<file path="src/itc_pkg.sv">
// Constants, register map and carrier types of the interval timer channel.
// Assumes a single core clock and the plain register port of the channel.
package itc_pkg;

  // ----------------------------------------------------------------
  // Register indices on the plain register port
  // ----------------------------------------------------------------
  localparam logic [3:0] ITC_ADDR_CLK_GATE = 4'h0;
  localparam logic [3:0] ITC_ADDR_PRESCALE = 4'h1;
  localparam logic [3:0] ITC_ADDR_MODE = 4'h2;
  localparam logic [3:0] ITC_ADDR_COMPARE = 4'h3;
  localparam logic [3:0] ITC_ADDR_OUT_GATE = 4'h4;
  localparam logic [3:0] ITC_ADDR_OUT_BIT = 4'h5;
  localparam logic [3:0] ITC_ADDR_RISE_EN = 4'h6;
  localparam logic [3:0] ITC_ADDR_FALL_EN = 4'h7;
  localparam logic [3:0] ITC_ADDR_IRQ_FLAGS = 4'h8;
  localparam logic [3:0] ITC_ADDR_IRQ_MASK = 4'h9;
  localparam logic [3:0] ITC_ADDR_COUNTER = 4'hA;
  localparam logic [3:0] ITC_ADDR_CONTROL = 4'hB;

  // ----------------------------------------------------------------
  // Field positions
  // ----------------------------------------------------------------
  localparam int ITC_GATE_BIT = 0;
  localparam int ITC_PS_FIELD_W = 4;
  localparam int ITC_CKS_LSB = 14;
  localparam int ITC_CCS_BIT = 12;
  localparam int ITC_MASTER_BIT = 11;
  localparam int ITC_STS_LSB = 8;
  localparam int ITC_CIS_LSB = 6;
  localparam int ITC_MD_LSB = 1;
  localparam int ITC_MD0_BIT = 0;
  localparam int ITC_TOE_BIT = 0;
  localparam int ITC_TOUT_BIT = 0;
  localparam int ITC_EDGE_BIT = 0;
  localparam int ITC_IF_CHAN_BIT = 6;
  localparam int ITC_IF_EXT_BIT = 0;
  localparam int ITC_CTRL_START_BIT = 0;
  localparam int ITC_CTRL_STOP_BIT = 1;

  // Reserved bits of these registers always read as zero
  localparam logic [15:0] ITC_PRESCALE_WMASK = 16'h33FF;
  localparam logic [15:0] ITC_MODE_WMASK = 16'hDFCF;

  // ----------------------------------------------------------------
  // Mode, trigger and edge codes
  // ----------------------------------------------------------------
  localparam logic [2:0] ITC_MD_INTERVAL = 3'h0;
  localparam logic [2:0] ITC_MD_CAPTURE = 3'h2;
  localparam logic [2:0] ITC_MD_EVENT = 3'h3;
  localparam logic [2:0] ITC_MD_ONE_COUNT = 3'h4;
  localparam logic [2:0] ITC_MD_CAP_ONE = 3'h6;
  localparam logic [2:0] ITC_STS_SOFTWARE = 3'h0;
  localparam logic [2:0] ITC_STS_VALID_EDGE = 3'h1;
  localparam logic [2:0] ITC_STS_BOTH_EDGES = 3'h2;
  localparam logic [2:0] ITC_STS_MASTER = 3'h4;
  localparam logic [1:0] ITC_CIS_FALL = 2'h0;
  localparam logic [1:0] ITC_CIS_RISE = 2'h1;
  localparam logic [1:0] ITC_CIS_LOW_WIDTH = 2'h2;

  // ----------------------------------------------------------------
  // Reset values
  // ----------------------------------------------------------------
  localparam logic [15:0] ITC_WORD_RST = 16'h0000;
  localparam logic [7:0] ITC_BYTE_RST = 8'h00;
  localparam logic [7:0] ITC_IRQ_MASK_RST = 8'hFF;

  // ----------------------------------------------------------------
  // Carrier and state types
  // ----------------------------------------------------------------
  typedef struct packed {
    logic [3:0] addr;
    logic [15:0] wdata;
    logic wr;
    logic rd;
  } itc_bus_req_t;

  typedef struct packed {
    logic [7:0] per;
    logic [15:0] tps;
    logic [15:0] mode;
    logic [15:0] cmp;
    logic [7:0] toe;
    logic tout;
    logic [7:0] egp;
    logic [7:0] egn;
    logic [7:0] iflag;
    logic [7:0] imask;
    logic [15:0] cnt;
    logic run;
    logic tin_q;
    logic pin_q;
    logic mtrig;
    logic irq;
    logic [15:0] rdata;
  } itc_state_t;

  typedef struct packed {
    logic [14:0] cnt;
  } itc_ps_state_t;

endpackage

</file>
<file path="src/itc_channel.sv">
// Interval timer channel with prescaler, output gate and interrupt logic.
// Assumes a register master on the plain port and pins already synchronous.
//
// Behaviour
// - Timer unit clock runs only while the clock gate bit is one.
// - Prescaler field divides the peripheral clock by two to its value.
// - Clock select 00,01,10,11 picks prescaled clocks 0,2,1,3.
// - Count source zero counts operation clock, one counts pin edges.
// - Master bit makes the channel the master of joint operation.
// - Trigger field: software, valid edge, both edges, master interrupt.
// - Edge field: falling, rising, low width, high width measurement.
// - Mode bits choose interval, capture, event, one-count, capture-one.
// - Interval or capture with low mode bit set interrupts on start.
// - One-count retrigger ignored when low bit zero, accepted when one.
// - Interval interrupt every compare value plus one count periods.
// - Output enable off: software writes output; on: timer drives it.
// - Rise and fall enables select external pin edge detection.
// - Channel request flag at bit six shows a pending request.
`timescale 1ns/100ps
`default_nettype none
module itc_channel (
  input wire logic core_clk, // Core clock, 10 MHz
  input wire logic reset, // Asynchronous reset, active high
  input wire itc_pkg::itc_bus_req_t bus_req, // Register request
  output logic [15:0] bus_rdata, // Read data, cycle after read
  input wire logic timer_input_pin, // Timer input pin level
  input wire logic external_irq_pin, // External interrupt pin level
  input wire logic master_trig_in, // Master channel interrupt pulse
  output logic timer_output_bit, // Timer output level
  output logic master_trig_out, // Interrupt pulse to slave channels
  output logic channel_zero_irq // Interrupt request to the processor
);

  itc_pkg::itc_state_t st_reg;
  itc_pkg::itc_state_t st_next;
  logic [3:0] ck_tick;
  logic gate, ccs, master, md0, toe_on;
  logic [1:0] cks, cis;
  logic [2:0] sts, md;
  logic op_tick, rise, fall, valid_edge, start_edge, cap_edge;
  logic hw_start, hw_cap, sw_start, sw_stop;
  logic start_trig, cap_trig, count_tick;
  logic ext_rise, ext_fall, ext_ev, chan_ev, wr_tout;

  // ----------------------------------------------------------------
  // Field decode
  // ----------------------------------------------------------------
  assign gate = st_reg.per[itc_pkg::ITC_GATE_BIT];
  assign cks = st_reg.mode[itc_pkg::ITC_CKS_LSB +: 2];
  assign ccs = st_reg.mode[itc_pkg::ITC_CCS_BIT];
  assign master = st_reg.mode[itc_pkg::ITC_MASTER_BIT];
  assign sts = st_reg.mode[itc_pkg::ITC_STS_LSB +: 3];
  assign cis = st_reg.mode[itc_pkg::ITC_CIS_LSB +: 2];
  assign md = st_reg.mode[itc_pkg::ITC_MD_LSB +: 3];
  assign md0 = st_reg.mode[itc_pkg::ITC_MD0_BIT];
  assign toe_on = st_reg.toe[itc_pkg::ITC_TOE_BIT];

  itc_prescaler itc_prescaler_i (
    .core_clk(core_clk),
    .reset(reset),
    .enable(gate),
    .sel(st_reg.tps),
    .tick(ck_tick)
  );

  assign op_tick = (cks == 2'h0) ? ck_tick[0] :
                   (cks == 2'h1) ? ck_tick[2] :
                   (cks == 2'h2) ? ck_tick[1] : ck_tick[3];

  // ----------------------------------------------------------------
  // Pin edges and triggers
  // ----------------------------------------------------------------
  assign rise = timer_input_pin && !st_reg.tin_q;
  assign fall = !timer_input_pin && st_reg.tin_q;

  assign valid_edge = (cis == itc_pkg::ITC_CIS_FALL) ? fall :
                      (cis == itc_pkg::ITC_CIS_RISE) ? rise : (rise || fall);
  assign start_edge = (cis == itc_pkg::ITC_CIS_FALL ||
                       cis == itc_pkg::ITC_CIS_LOW_WIDTH) ? fall : rise;
  assign cap_edge = (cis == itc_pkg::ITC_CIS_FALL) ? fall :
                    (cis == itc_pkg::ITC_CIS_RISE) ? rise :
                    (cis == itc_pkg::ITC_CIS_LOW_WIDTH) ? rise : fall;

  always_comb begin
    hw_start = 1'b0;
    hw_cap = 1'b0;
    case (sts)
      itc_pkg::ITC_STS_VALID_EDGE: begin
        hw_start = start_edge;
        hw_cap = cap_edge;
      end
      itc_pkg::ITC_STS_BOTH_EDGES: begin
        hw_start = rise || fall;
        hw_cap = rise || fall;
      end
      itc_pkg::ITC_STS_MASTER: begin
        hw_start = master_trig_in;
      end
      default: begin
        hw_start = 1'b0;
      end
    endcase
  end

  assign sw_start = bus_req.wr && bus_req.addr == itc_pkg::ITC_ADDR_CONTROL
                    && bus_req.wdata[itc_pkg::ITC_CTRL_START_BIT];
  assign sw_stop = bus_req.wr && bus_req.addr == itc_pkg::ITC_ADDR_CONTROL
                   && bus_req.wdata[itc_pkg::ITC_CTRL_STOP_BIT];
  // Triggers are void while the unit clock is stopped
  assign start_trig = gate && (sw_start || hw_start);
  assign cap_trig = gate && st_reg.run && hw_cap;
  assign count_tick = gate && st_reg.run && (ccs ? valid_edge : op_tick);

  assign ext_rise = external_irq_pin && !st_reg.pin_q;
  assign ext_fall = !external_irq_pin && st_reg.pin_q;
  assign ext_ev = (st_reg.egp[itc_pkg::ITC_EDGE_BIT] && ext_rise) ||
                  (st_reg.egn[itc_pkg::ITC_EDGE_BIT] && ext_fall);
  assign wr_tout = bus_req.wr && bus_req.addr == itc_pkg::ITC_ADDR_OUT_BIT;

  // ----------------------------------------------------------------
  // Next state
  // ----------------------------------------------------------------
  always_comb begin
    st_next = st_reg;
    chan_ev = 1'b0;
    st_next.rdata = itc_pkg::ITC_WORD_RST;
    st_next.tin_q = timer_input_pin;
    st_next.pin_q = external_irq_pin;
    if (bus_req.wr) begin
      if (bus_req.addr == itc_pkg::ITC_ADDR_CLK_GATE) begin
        st_next.per = bus_req.wdata[7:0];
      end else if (bus_req.addr == itc_pkg::ITC_ADDR_PRESCALE) begin
        st_next.tps = bus_req.wdata & itc_pkg::ITC_PRESCALE_WMASK;
      end else if (bus_req.addr == itc_pkg::ITC_ADDR_MODE) begin
        st_next.mode = bus_req.wdata & itc_pkg::ITC_MODE_WMASK;
      end else if (bus_req.addr == itc_pkg::ITC_ADDR_COMPARE) begin
        st_next.cmp = bus_req.wdata;
      end else if (bus_req.addr == itc_pkg::ITC_ADDR_OUT_GATE) begin
        st_next.toe = bus_req.wdata[7:0];
      end else if (bus_req.addr == itc_pkg::ITC_ADDR_RISE_EN) begin
        st_next.egp = bus_req.wdata[7:0];
      end else if (bus_req.addr == itc_pkg::ITC_ADDR_FALL_EN) begin
        st_next.egn = bus_req.wdata[7:0];
      end else if (bus_req.addr == itc_pkg::ITC_ADDR_IRQ_FLAGS) begin
        st_next.iflag = st_reg.iflag & ~bus_req.wdata[7:0];
      end else if (bus_req.addr == itc_pkg::ITC_ADDR_IRQ_MASK) begin
        st_next.imask = bus_req.wdata[7:0];
      end
    end
    if (bus_req.rd) begin
      if (bus_req.addr == itc_pkg::ITC_ADDR_CLK_GATE) begin
        st_next.rdata = {8'h00, st_reg.per};
      end else if (bus_req.addr == itc_pkg::ITC_ADDR_PRESCALE) begin
        st_next.rdata = st_reg.tps;
      end else if (bus_req.addr == itc_pkg::ITC_ADDR_MODE) begin
        st_next.rdata = st_reg.mode;
      end else if (bus_req.addr == itc_pkg::ITC_ADDR_COMPARE) begin
        st_next.rdata = st_reg.cmp;
      end else if (bus_req.addr == itc_pkg::ITC_ADDR_OUT_GATE) begin
        st_next.rdata = {8'h00, st_reg.toe};
      end else if (bus_req.addr == itc_pkg::ITC_ADDR_OUT_BIT) begin
        st_next.rdata = {15'h0000, st_reg.tout};
      end else if (bus_req.addr == itc_pkg::ITC_ADDR_RISE_EN) begin
        st_next.rdata = {8'h00, st_reg.egp};
      end else if (bus_req.addr == itc_pkg::ITC_ADDR_FALL_EN) begin
        st_next.rdata = {8'h00, st_reg.egn};
      end else if (bus_req.addr == itc_pkg::ITC_ADDR_IRQ_FLAGS) begin
        st_next.rdata = {8'h00, st_reg.iflag};
      end else if (bus_req.addr == itc_pkg::ITC_ADDR_IRQ_MASK) begin
        st_next.rdata = {8'h00, st_reg.imask};
      end else if (bus_req.addr == itc_pkg::ITC_ADDR_COUNTER) begin
        st_next.rdata = st_reg.cnt;
      end else if (bus_req.addr == itc_pkg::ITC_ADDR_CONTROL) begin
        st_next.rdata = {15'h0000, st_reg.run};
      end
    end

    if (sw_stop) begin
      st_next.run = 1'b0;
    end else begin
      case (md)
        itc_pkg::ITC_MD_INTERVAL, itc_pkg::ITC_MD_EVENT: begin
          if (start_trig) begin
            st_next.cnt = st_reg.cmp;
            st_next.run = 1'b1;
            chan_ev = md0 && md == itc_pkg::ITC_MD_INTERVAL;
          end else if (count_tick) begin
            if (st_reg.cnt == 16'h0000) begin
              chan_ev = 1'b1;
              st_next.cnt = st_reg.cmp;
            end else begin
              st_next.cnt = st_reg.cnt - 16'h0001;
            end
          end
        end
        itc_pkg::ITC_MD_CAPTURE, itc_pkg::ITC_MD_CAP_ONE: begin
          if (start_trig && !st_reg.run) begin
            st_next.cnt = 16'h0000;
            st_next.run = 1'b1;
            chan_ev = md0 && md == itc_pkg::ITC_MD_CAPTURE;
          end else if (cap_trig) begin
            st_next.cmp = st_reg.cnt;
            st_next.cnt = 16'h0000;
            chan_ev = 1'b1;
            st_next.run = (md == itc_pkg::ITC_MD_CAPTURE);
          end else if (count_tick) begin
            st_next.cnt = st_reg.cnt + 16'h0001;
          end
        end
        itc_pkg::ITC_MD_ONE_COUNT: begin
          // retrigger only with low bit set
          if (start_trig && (!st_reg.run || md0)) begin
            st_next.cnt = st_reg.cmp;
            chan_ev = st_reg.run;
            st_next.run = 1'b1;
          end else if (count_tick) begin
            if (st_reg.cnt == 16'h0000) begin
              chan_ev = 1'b1;
              st_next.run = 1'b0;
            end else begin
              st_next.cnt = st_reg.cnt - 16'h0001;
            end
          end
        end
        default: begin
          // Prohibited codes hold the channel idle
          st_next.run = 1'b0;
        end
      endcase
    end

    if (toe_on && chan_ev) begin
      st_next.tout = !st_reg.tout;
    end else if (!toe_on && wr_tout) begin
      st_next.tout = bus_req.wdata[itc_pkg::ITC_TOUT_BIT];
    end

    st_next.mtrig = chan_ev && master;
    if (chan_ev) begin
      st_next.iflag[itc_pkg::ITC_IF_CHAN_BIT] = 1'b1;
    end
    if (ext_ev) begin
      st_next.iflag[itc_pkg::ITC_IF_EXT_BIT] = 1'b1;
    end
    st_next.irq = |(st_next.iflag & ~st_next.imask);
  end

  always_ff @(posedge core_clk or posedge reset) begin
    if (reset) begin
      st_reg <= '0;
      st_reg.imask <= itc_pkg::ITC_IRQ_MASK_RST;
    end else begin
      st_reg <= st_next;
    end
  end

  assign bus_rdata = st_reg.rdata;
  assign timer_output_bit = st_reg.tout;
  assign master_trig_out = st_reg.mtrig;
  assign channel_zero_irq = st_reg.irq;
endmodule
`default_nettype wire

</file>
<file path="src/itc_prescaler.sv">
// Prescaler of the timer unit: four power-of-two count enables.
// Assumes the select word arrives with its reserved bits already cleared.
`timescale 1ns/100ps
`default_nettype none
module itc_prescaler (
  input wire logic core_clk, // Core clock
  input wire logic reset, // Asynchronous reset, active high
  input wire logic enable, // Unit clock gate
  input wire logic [15:0] sel, // Four select fields
  output logic [3:0] tick // One-cycle enables of the four clocks
);

  itc_pkg::itc_ps_state_t st_reg;
  itc_pkg::itc_ps_state_t st_next;

  always_comb begin
    st_next = st_reg;
    if (!enable) begin
      st_next.cnt = 15'h0000;
    end else begin
      st_next.cnt = st_reg.cnt + 15'h0001;
    end
  end

  always_ff @(posedge core_clk or posedge reset) begin
    if (reset) begin
      st_reg <= '0;
    end else begin
      st_reg <= st_next;
    end
  end

  // ----------------------------------------------------------------
  // Tap decode
  // ----------------------------------------------------------------
  genvar i;
  generate
    for (i = 0; i < 4; i++) begin : g_tap
      logic [14:0] tap_mask;
      // divide by two to the field
      assign tap_mask = 15'((16'h0001 <<
        sel[i*itc_pkg::ITC_PS_FIELD_W +: itc_pkg::ITC_PS_FIELD_W]) - 16'h1);
      assign tick[i] = enable && ((st_reg.cnt & tap_mask) == tap_mask);
    end
  endgenerate

endmodule
`default_nettype wire
</file>
<file path="config.mk">
export PLATFORM = sky130hd
export DESIGN_NAME = itc_channel
export DESIGN_NICKNAME = d
export VERILOG_FILES = /design/src/itc_pkg.sv /design/src/itc_channel.sv /design/src/itc_prescaler.sv
export SDC_FILE = /design/constraint.sdc
export NUM_CORES = 1
export LEC_CHECK = 0
export ABC_AREA = 1
export BUFFER_PORTS_ARGS = -buffer_cell sky130_fd_sc_hd__buf_4
export CAP_MARGIN = 20
export CORE_MARGIN = 2
export CORE_UTILIZATION = 66
export CTS_BUF_LIST = sky130_fd_sc_hd__clkbuf_4
export DETAILED_ROUTE_END_ITERATION = 10
export PLACE_DENSITY = 0.85
export SYNTH_ARGS = -nofsm -noshare
export SYNTH_HDL_FRONTEND = slang
export SYNTH_SLANG_ARGS = --single-unit
</file>
<file path="constraint.sdc">
create_clock -name core_clk -period 11.1 [get_ports core_clk]
set_clock_uncertainty 0.2 [all_clocks]
set_input_delay 2.22 -clock core_clk [delete_from_list [all_inputs] [get_ports core_clk]]
set_output_delay 2.22 -clock core_clk [all_outputs]
set_load 0.1 [all_outputs]
</file>
Word-level counts from Yosys, hierarchy flattened
Index checks and enable logic that the tools add are counted.
{"block": "op_classes", "n_mux": 75, "bitwise_logic": 15, "shift": 4, "add_sub_neg": 7, "eq_ne": 34, "n_reduce_logical": 55}
{"cell": "two-way mux 16 bit", "n": 31}
{"cell": "two-way mux 24 bit", "n": 4}
{"cell": "AND 15 bit", "n": 4}
{"cell": "equality test 15 bit", "n": 4}
{"cell": "subtractor 15 x 1 -> 15 bit (second input constant)", "n": 4}
{"cell": "two-way mux 17 bit", "n": 3}
{"cell": "case mux 16 bit (3 select lines)", "n": 1}
{"cell": "two-way mux 8 bit", "n": 5}
{"cell": "left shift 1 x 2 -> 15 bit (first input constant)", "n": 2}
{"cell": "left shift 1 x 4 -> 15 bit (first input constant)", "n": 2}
{"cell": "two-way mux 1 bit", "n": 26}
{"cell": "logical AND 1 bit", "n": 25}
{"cell": "adder 16 x 1 -> 16 bit (second input constant)", "n": 1}
{"cell": "AND 8 bit", "n": 2}
{"cell": "equality test 4 x 3 -> 1 bit (second input constant)", "n": 4}
{"cell": "equality test 4 bit (second input constant)", "n": 4}
{"cell": "zero test 16 bit", "n": 1}
{"cell": "inequality test 4 bit (second input constant)", "n": 4}
{"cell": "inverter 8 bit", "n": 2}
{"cell": "subtractor 16 x 1 -> 16 bit (second input constant)", "n": 1}
{"cell": "adder 15 x 1 -> 15 bit (second input constant)", "n": 1}
{"cell": "two-way mux 15 bit", "n": 1}
{"cell": "inequality test 3 bit (second input constant)", "n": 4}
{"cell": "AND reduction 6 bit", "n": 2}
{"cell": "24 further kinds", "n": 52}
{"block": "word_totals", "input_bits": 27, "reg_bits": 142, "wordCells": 208}

Depth between registers and ports, before layout
{"block": "logic_depth", "word_depth": 17, "ltp_mapped": 23, "depth_no_buf": 22}

Cells and area by module
A second synthesis with hierarchy kept.
{"block": "hier_totals", "cells_unflattened": 1397, "area_unflattened_um2": 9571.7}
{"module": "itc_channel", "area_per_inst_um2": 7462.2, "seq_area_each_um2": 3188.1, "cells_each": 1012, "instances": 1}
{"module": "itc_prescaler", "area_per_inst_um2": 2109.5, "seq_area_each_um2": 375.4, "cells_each": 385, "instances": 1}

Least setup slack after synthesis
No wires, ideal clock.
{"block": "synth_timing", "path_kind": "input port to flip-flop", "startpoint": "input port timer_input_pin", "endpoint": "register st_reg[28] in the netlist's numbering", "path_stages": 17, "t_arrival_ns": 4.043, "slack_ns": 6.783, "path_buffers": 1, "t_required_ns": 10.826, "path_cell_list": "inv_1 -> ha_1 -> nor2_1 -> nand3_1 -> o2111ai_2 -> nand2_4 -> nor2_8 -> inv_4 -> nand2_4 -> nor2_4 -> clkinv_4 -> o21ai_2 -> or2_4 -> a21oi_4 -> buf_6 -> o21ai_2 -> o21ai_2"}
{"block": "synth_via", "elab_chain_cells": 10, "elab_cells_between_ends": 29}
{"item": "start, declared", "line": "itc_channel.sv:26", "source": "input wire logic timer_input_pin,"}
{"item": "zero test 1 bit", "line": "itc_channel.sv:74", "source": "assign fall = !timer_input_pin && st_reg.tin_q;"}
{"item": "logical AND 1 bit", "line": "itc_channel.sv:74"}
{"item": "two-way mux 1 bit", "line": "itc_channel.sv:82", "source": "(cis == itc_pkg::ITC_CIS_LOW_WIDTH) ? rise : fall;"}
{"item": "two-way mux 1 bit", "line": "itc_channel.sv:81", "source": "(cis == itc_pkg::ITC_CIS_RISE) ? rise :"}
{"item": "two-way mux 1 bit", "line": "itc_channel.sv:80", "source": "assign cap_edge = (cis == itc_pkg::ITC_CIS_FALL) ? fall :"}
{"item": "case mux 1 bit (2 select lines)", "line": "itc_channel.sv:87", "source": "case (sts)"}
{"item": "logical AND 1 bit", "line": "itc_channel.sv:111", "source": "assign cap_trig = gate && st_reg.run && hw_cap;"}
{"item": "two-way mux 16 bit", "line": "itc_channel.sv:201", "source": "end else if (cap_trig) begin"}
{"item": "two-way mux 17 bit", "line": "itc_channel.sv:197", "source": "if (start_trig && !st_reg.run) begin"}
{"item": "case mux 16 bit (3 select lines)", "line": "itc_channel.sv:181", "source": "case (md)"}
{"item": "end signal, assigned", "line": "itc_channel.sv:253", "source": "st_reg <= st_next;"}
{"item": "end, declared", "line": "itc_channel.sv:34", "source": "itc_pkg::itc_state_t st_reg;"}
Parallel ways exist; a longest one is shown, timed or not.
A chain may end at the register's enable or synchronous reset.

==> out/metrics.csv <==
metric;value;unit
status;finished clean;
Net Sw Power;827.4;µW
height of the die;118.4;µm
Seq/Total Area, Yosys;0.4129;
WL/cell;18.37;µm
share of power burned in registers;0.423;
vias in the first global route;7683;
antenna violations before repair;1;
GRT Util Overall;0.3663;
asr flop ratio synth;1.000;
die width;118.4;µm
Switching Share;0.4489;
Post-Synthesis Cell Area;0.008631;mm²
VDD IR max;0.1579;mV
Most common cell on crit path;o21ai_0;
Lkg Pwr;4.372;nW
Detailed Routing Iterations Pass 1;6;
Int Power;1.016;mW
Max Buffers Root-to-Sink;2;
CP startpoint kind;input pin;
period utilization;0.3869;
Largest register FFs;97;
core area;0.01267;mm²
largest net degree at the start of global routing;75;
final count of negative-setup-slack endpoints;0;
1st-iter DRT viols;964;
wire length on met1;10.19;mm
H-tree levels;4;
clock network fraction of design power;0.198;
clock sink count;142;
Nets;1192;
fin util;0.7291;
dpl ws;5.761;ns
Via Count;8107;
critical path endpoint category;flip-flop;
Routability Congestion;0.9815;
Post-DP HPWL;18.02;mm
count of cell types in the netlist;54;
die area;0.01401;mm²
post-cts sizing count;0;
Top Layer Used;met4;
pwr dens;199.5;mW/mm²
Area after DPL;0.008897;mm²
worst path bufs/invs;3;
clock slew at reported path FFs;0.15;ns
worst path required time;11.40;ns
IO Pins;46;
layout cells sized above 1;0.1333;
Final Slew Violations;0;
postcts setup bufs;0;
Initial Util;0.6811;
Critical Path Fanout Max;13;
max cap viols;0;
CTS tree;done;
first-pass GRT wire length;40.17;mm
Synth Instances;1148;
worst-margin pin slew;1.060;ns
grt ovf;0;
Crit path max-delay family;compound AO/OA/AOI/OAI gates;
RSZ-0062 raised after global routing;no;
CP max-delay cell;nor2_1;
total negative slack;0;ns
Synth Flop Type;dfrtp_1;
Port Buffers;45;
final WL;24.67;mm
hold buffer count at cts;0;
flops & latches, synth;142;
drt via density;6.036;
P&R area growth vs syn;7.046;%
wire length on met2;11.14;mm
HP Class;reg -> reg;
slew margin rel.;0.2913;
Root Buffer;clkbuf_4;
final hold vios;0;
Final Instance Area;0.009239;mm²
Largest stage delay, worst path;0.42;ns
fmax;0.2329;GHz
CP arrival;4.59;ns
Cell Rows;41;
Logic pwr share;0.380;
Yosys warning total;0;
syn_area_per_cell;7.518;µm²
DRC viols;0;
post-synth net total;1183;
metal3 WL;2.240;mm
min setup slack post-route;6.806;ns
kind of critical path;in -> reg;
critical path, cell by cell;buf_4 -> inv_1 -> nand2_1 -> nor2_1 -> inv_1 -> o21ai_0 -> o21ai_0 -> nand3_1 -> o22ai_1 -> o2111ai_1 -> o21ai_0 -> a221oi_1;
CTS Buf Count;17;
post-route ant nets;0;
Min Clock Period, post-route;4.294;ns
clock insertion delay at the later pin of the skew report;0.60;ns
number of synthesized flops with an enable pin;0;
logic make-up (layout without fill, tap and decap cells):
group	Yosys count	count (layout)	synth area share
AND/OR/NAND/NOR	440	440	0.2247
AO/OA/AOI/OAI	317	317	0.2224
XOR/XNOR	20	20	0.02030
buffers and inverters	221	243	0.1081
flip-flops	142	142	0.4129
other	0	1	0
adder cells (fa/ha/maj)	8	8	0.01160
metrics by stage:
| stage | std cells | power (mW) | hold WS (ns) |
|---|---|---|---|
| final | 1343 | 1.843 | 0.2994 |
| after global routing | 1343 | 1.958 | 0.3247 |
| after detailed placement | 1308 | 1.460 | 0.2661 |
| after CTS | 1340 | 1.823 | 0.2955 |
| after floorplan | 1148 | 1.291 | 0.2457 |
| after global placement | 1308 | 1.443 | 0.2591 |
metal layers:
| layer | global-route usage | up-vias |
|---|---|---|
| li1 | - | 3857 |
| met1 | 0.4956 | 3758 |
| met2 | 0.5679 | 412 |
| met3 | 0.07336 | 80 |
| met4 | 0.1717 | 0 |
| met5 | 0 | - |
path summary, 6_finish.rpt:
| check | slack [ns] | cells past startpoint | to | startpoint |
|---|---|---|---|---|
| max in group asynchronous | 7.81 | 3 | bus_rdata[9]$_DFF_PP0_ | reset |
| worst min-delay path | 0.30 | 1 | itc_prescaler_i.st_reg[11]$_DFF_PP0_ | itc_prescaler_i.st_reg[10]$_DFF_PP0_ |
| min in group asynchronous | 1.49 | 2 | st_reg[127]$_DFFE_PP0P_ | reset |
| worst max-delay path | 6.81 | 12 | bus_rdata[0]$_DFF_PP0_ | bus_req[18] |
| worst min register to register | 0.30 | 1 | itc_prescaler_i.st_reg[11]$_DFF_PP0_ | itc_prescaler_i.st_reg[10]$_DFF_PP0_ |
| worst max register to register | 7.66 | 18 | st_reg[35]$_DFFE_PP0P_ | st_reg[117]$_DFFE_PP0P_ |
synth_stat cells (12+ instances only):
master | n | share of area
a21oi_1 | 54 | 0.031
buf_4 | 16 | 0.014
clkbuf_1 | 34 | 0.015
dfrtp_1 | 134 | 0.39
inv_1 | 140 | 0.061
inv_2 | 13 | 0.0057
nand2_1 | 235 | 0.10
nand3_1 | 50 | 0.029
nand4_1 | 16 | 0.012
nor2_1 | 87 | 0.038
nor3_1 | 13 | 0.0075
o211ai_1 | 31 | 0.027
o21ai_0 | 142 | 0.082
o21ai_2 | 22 | 0.022
o22ai_1 | 12 | 0.0087
xor2_1 | 18 | 0.018
final cells by class:
cell class                      count  area, µm²
Sequential cell                   142       3563
Multi-Input combinational cell    785       4134
Clock buffer                       18      135.1
Clock inverter                     14      168.9
Tap cell                          172      215.2
Fill cell                        1053       3432
Inverter                          160      616.8
Timing Repair Buffer               51      402.9
Antenna cell                        1      2.502
placed cells by master (no fill, tap or decap), types with 3 or more instances in the layout:
master	n
o21ai_2	22
nor3_1	13
o2111ai_1	7
nor2_1	87
a21oi_1	54
inv_6	7
inv_1	139
clkinv_1	3
inv_2	13
nand2_1	235
inv_8	3
nand2_2	9
nand4_1	16
dfstp_2	8
o211ai_1	31
a22oi_1	4
buf_4	49
dfrtp_1	134
clkinv_4	3
nand3_1	50
a221oi_1	6
o221ai_1	9
o21ai_0	142
o21ai_1	7
nor4_1	9
a31oi_1	10
ha_1	8
nor2b_1	4
o31ai_1	4
clkbuf_4	18
o22ai_1	12
xor2_1	18
power groups by stage:
| stage | Clock, mW | Sequential, mW | Combinational, mW |
|---|---|---|---|
| CTS | 0.367 | 0.772 | 0.684 |
| global placement | 0 | 0.779 | 0.664 |
| detailed placement | 0 | 0.782 | 0.678 |
| global route | 0.390 | 0.792 | 0.776 |
| floorplan | 0 | 0.726 | 0.565 |
| finish | 0.364 | 0.779 | 0.700 |
(Power assumes the default switching activity.)
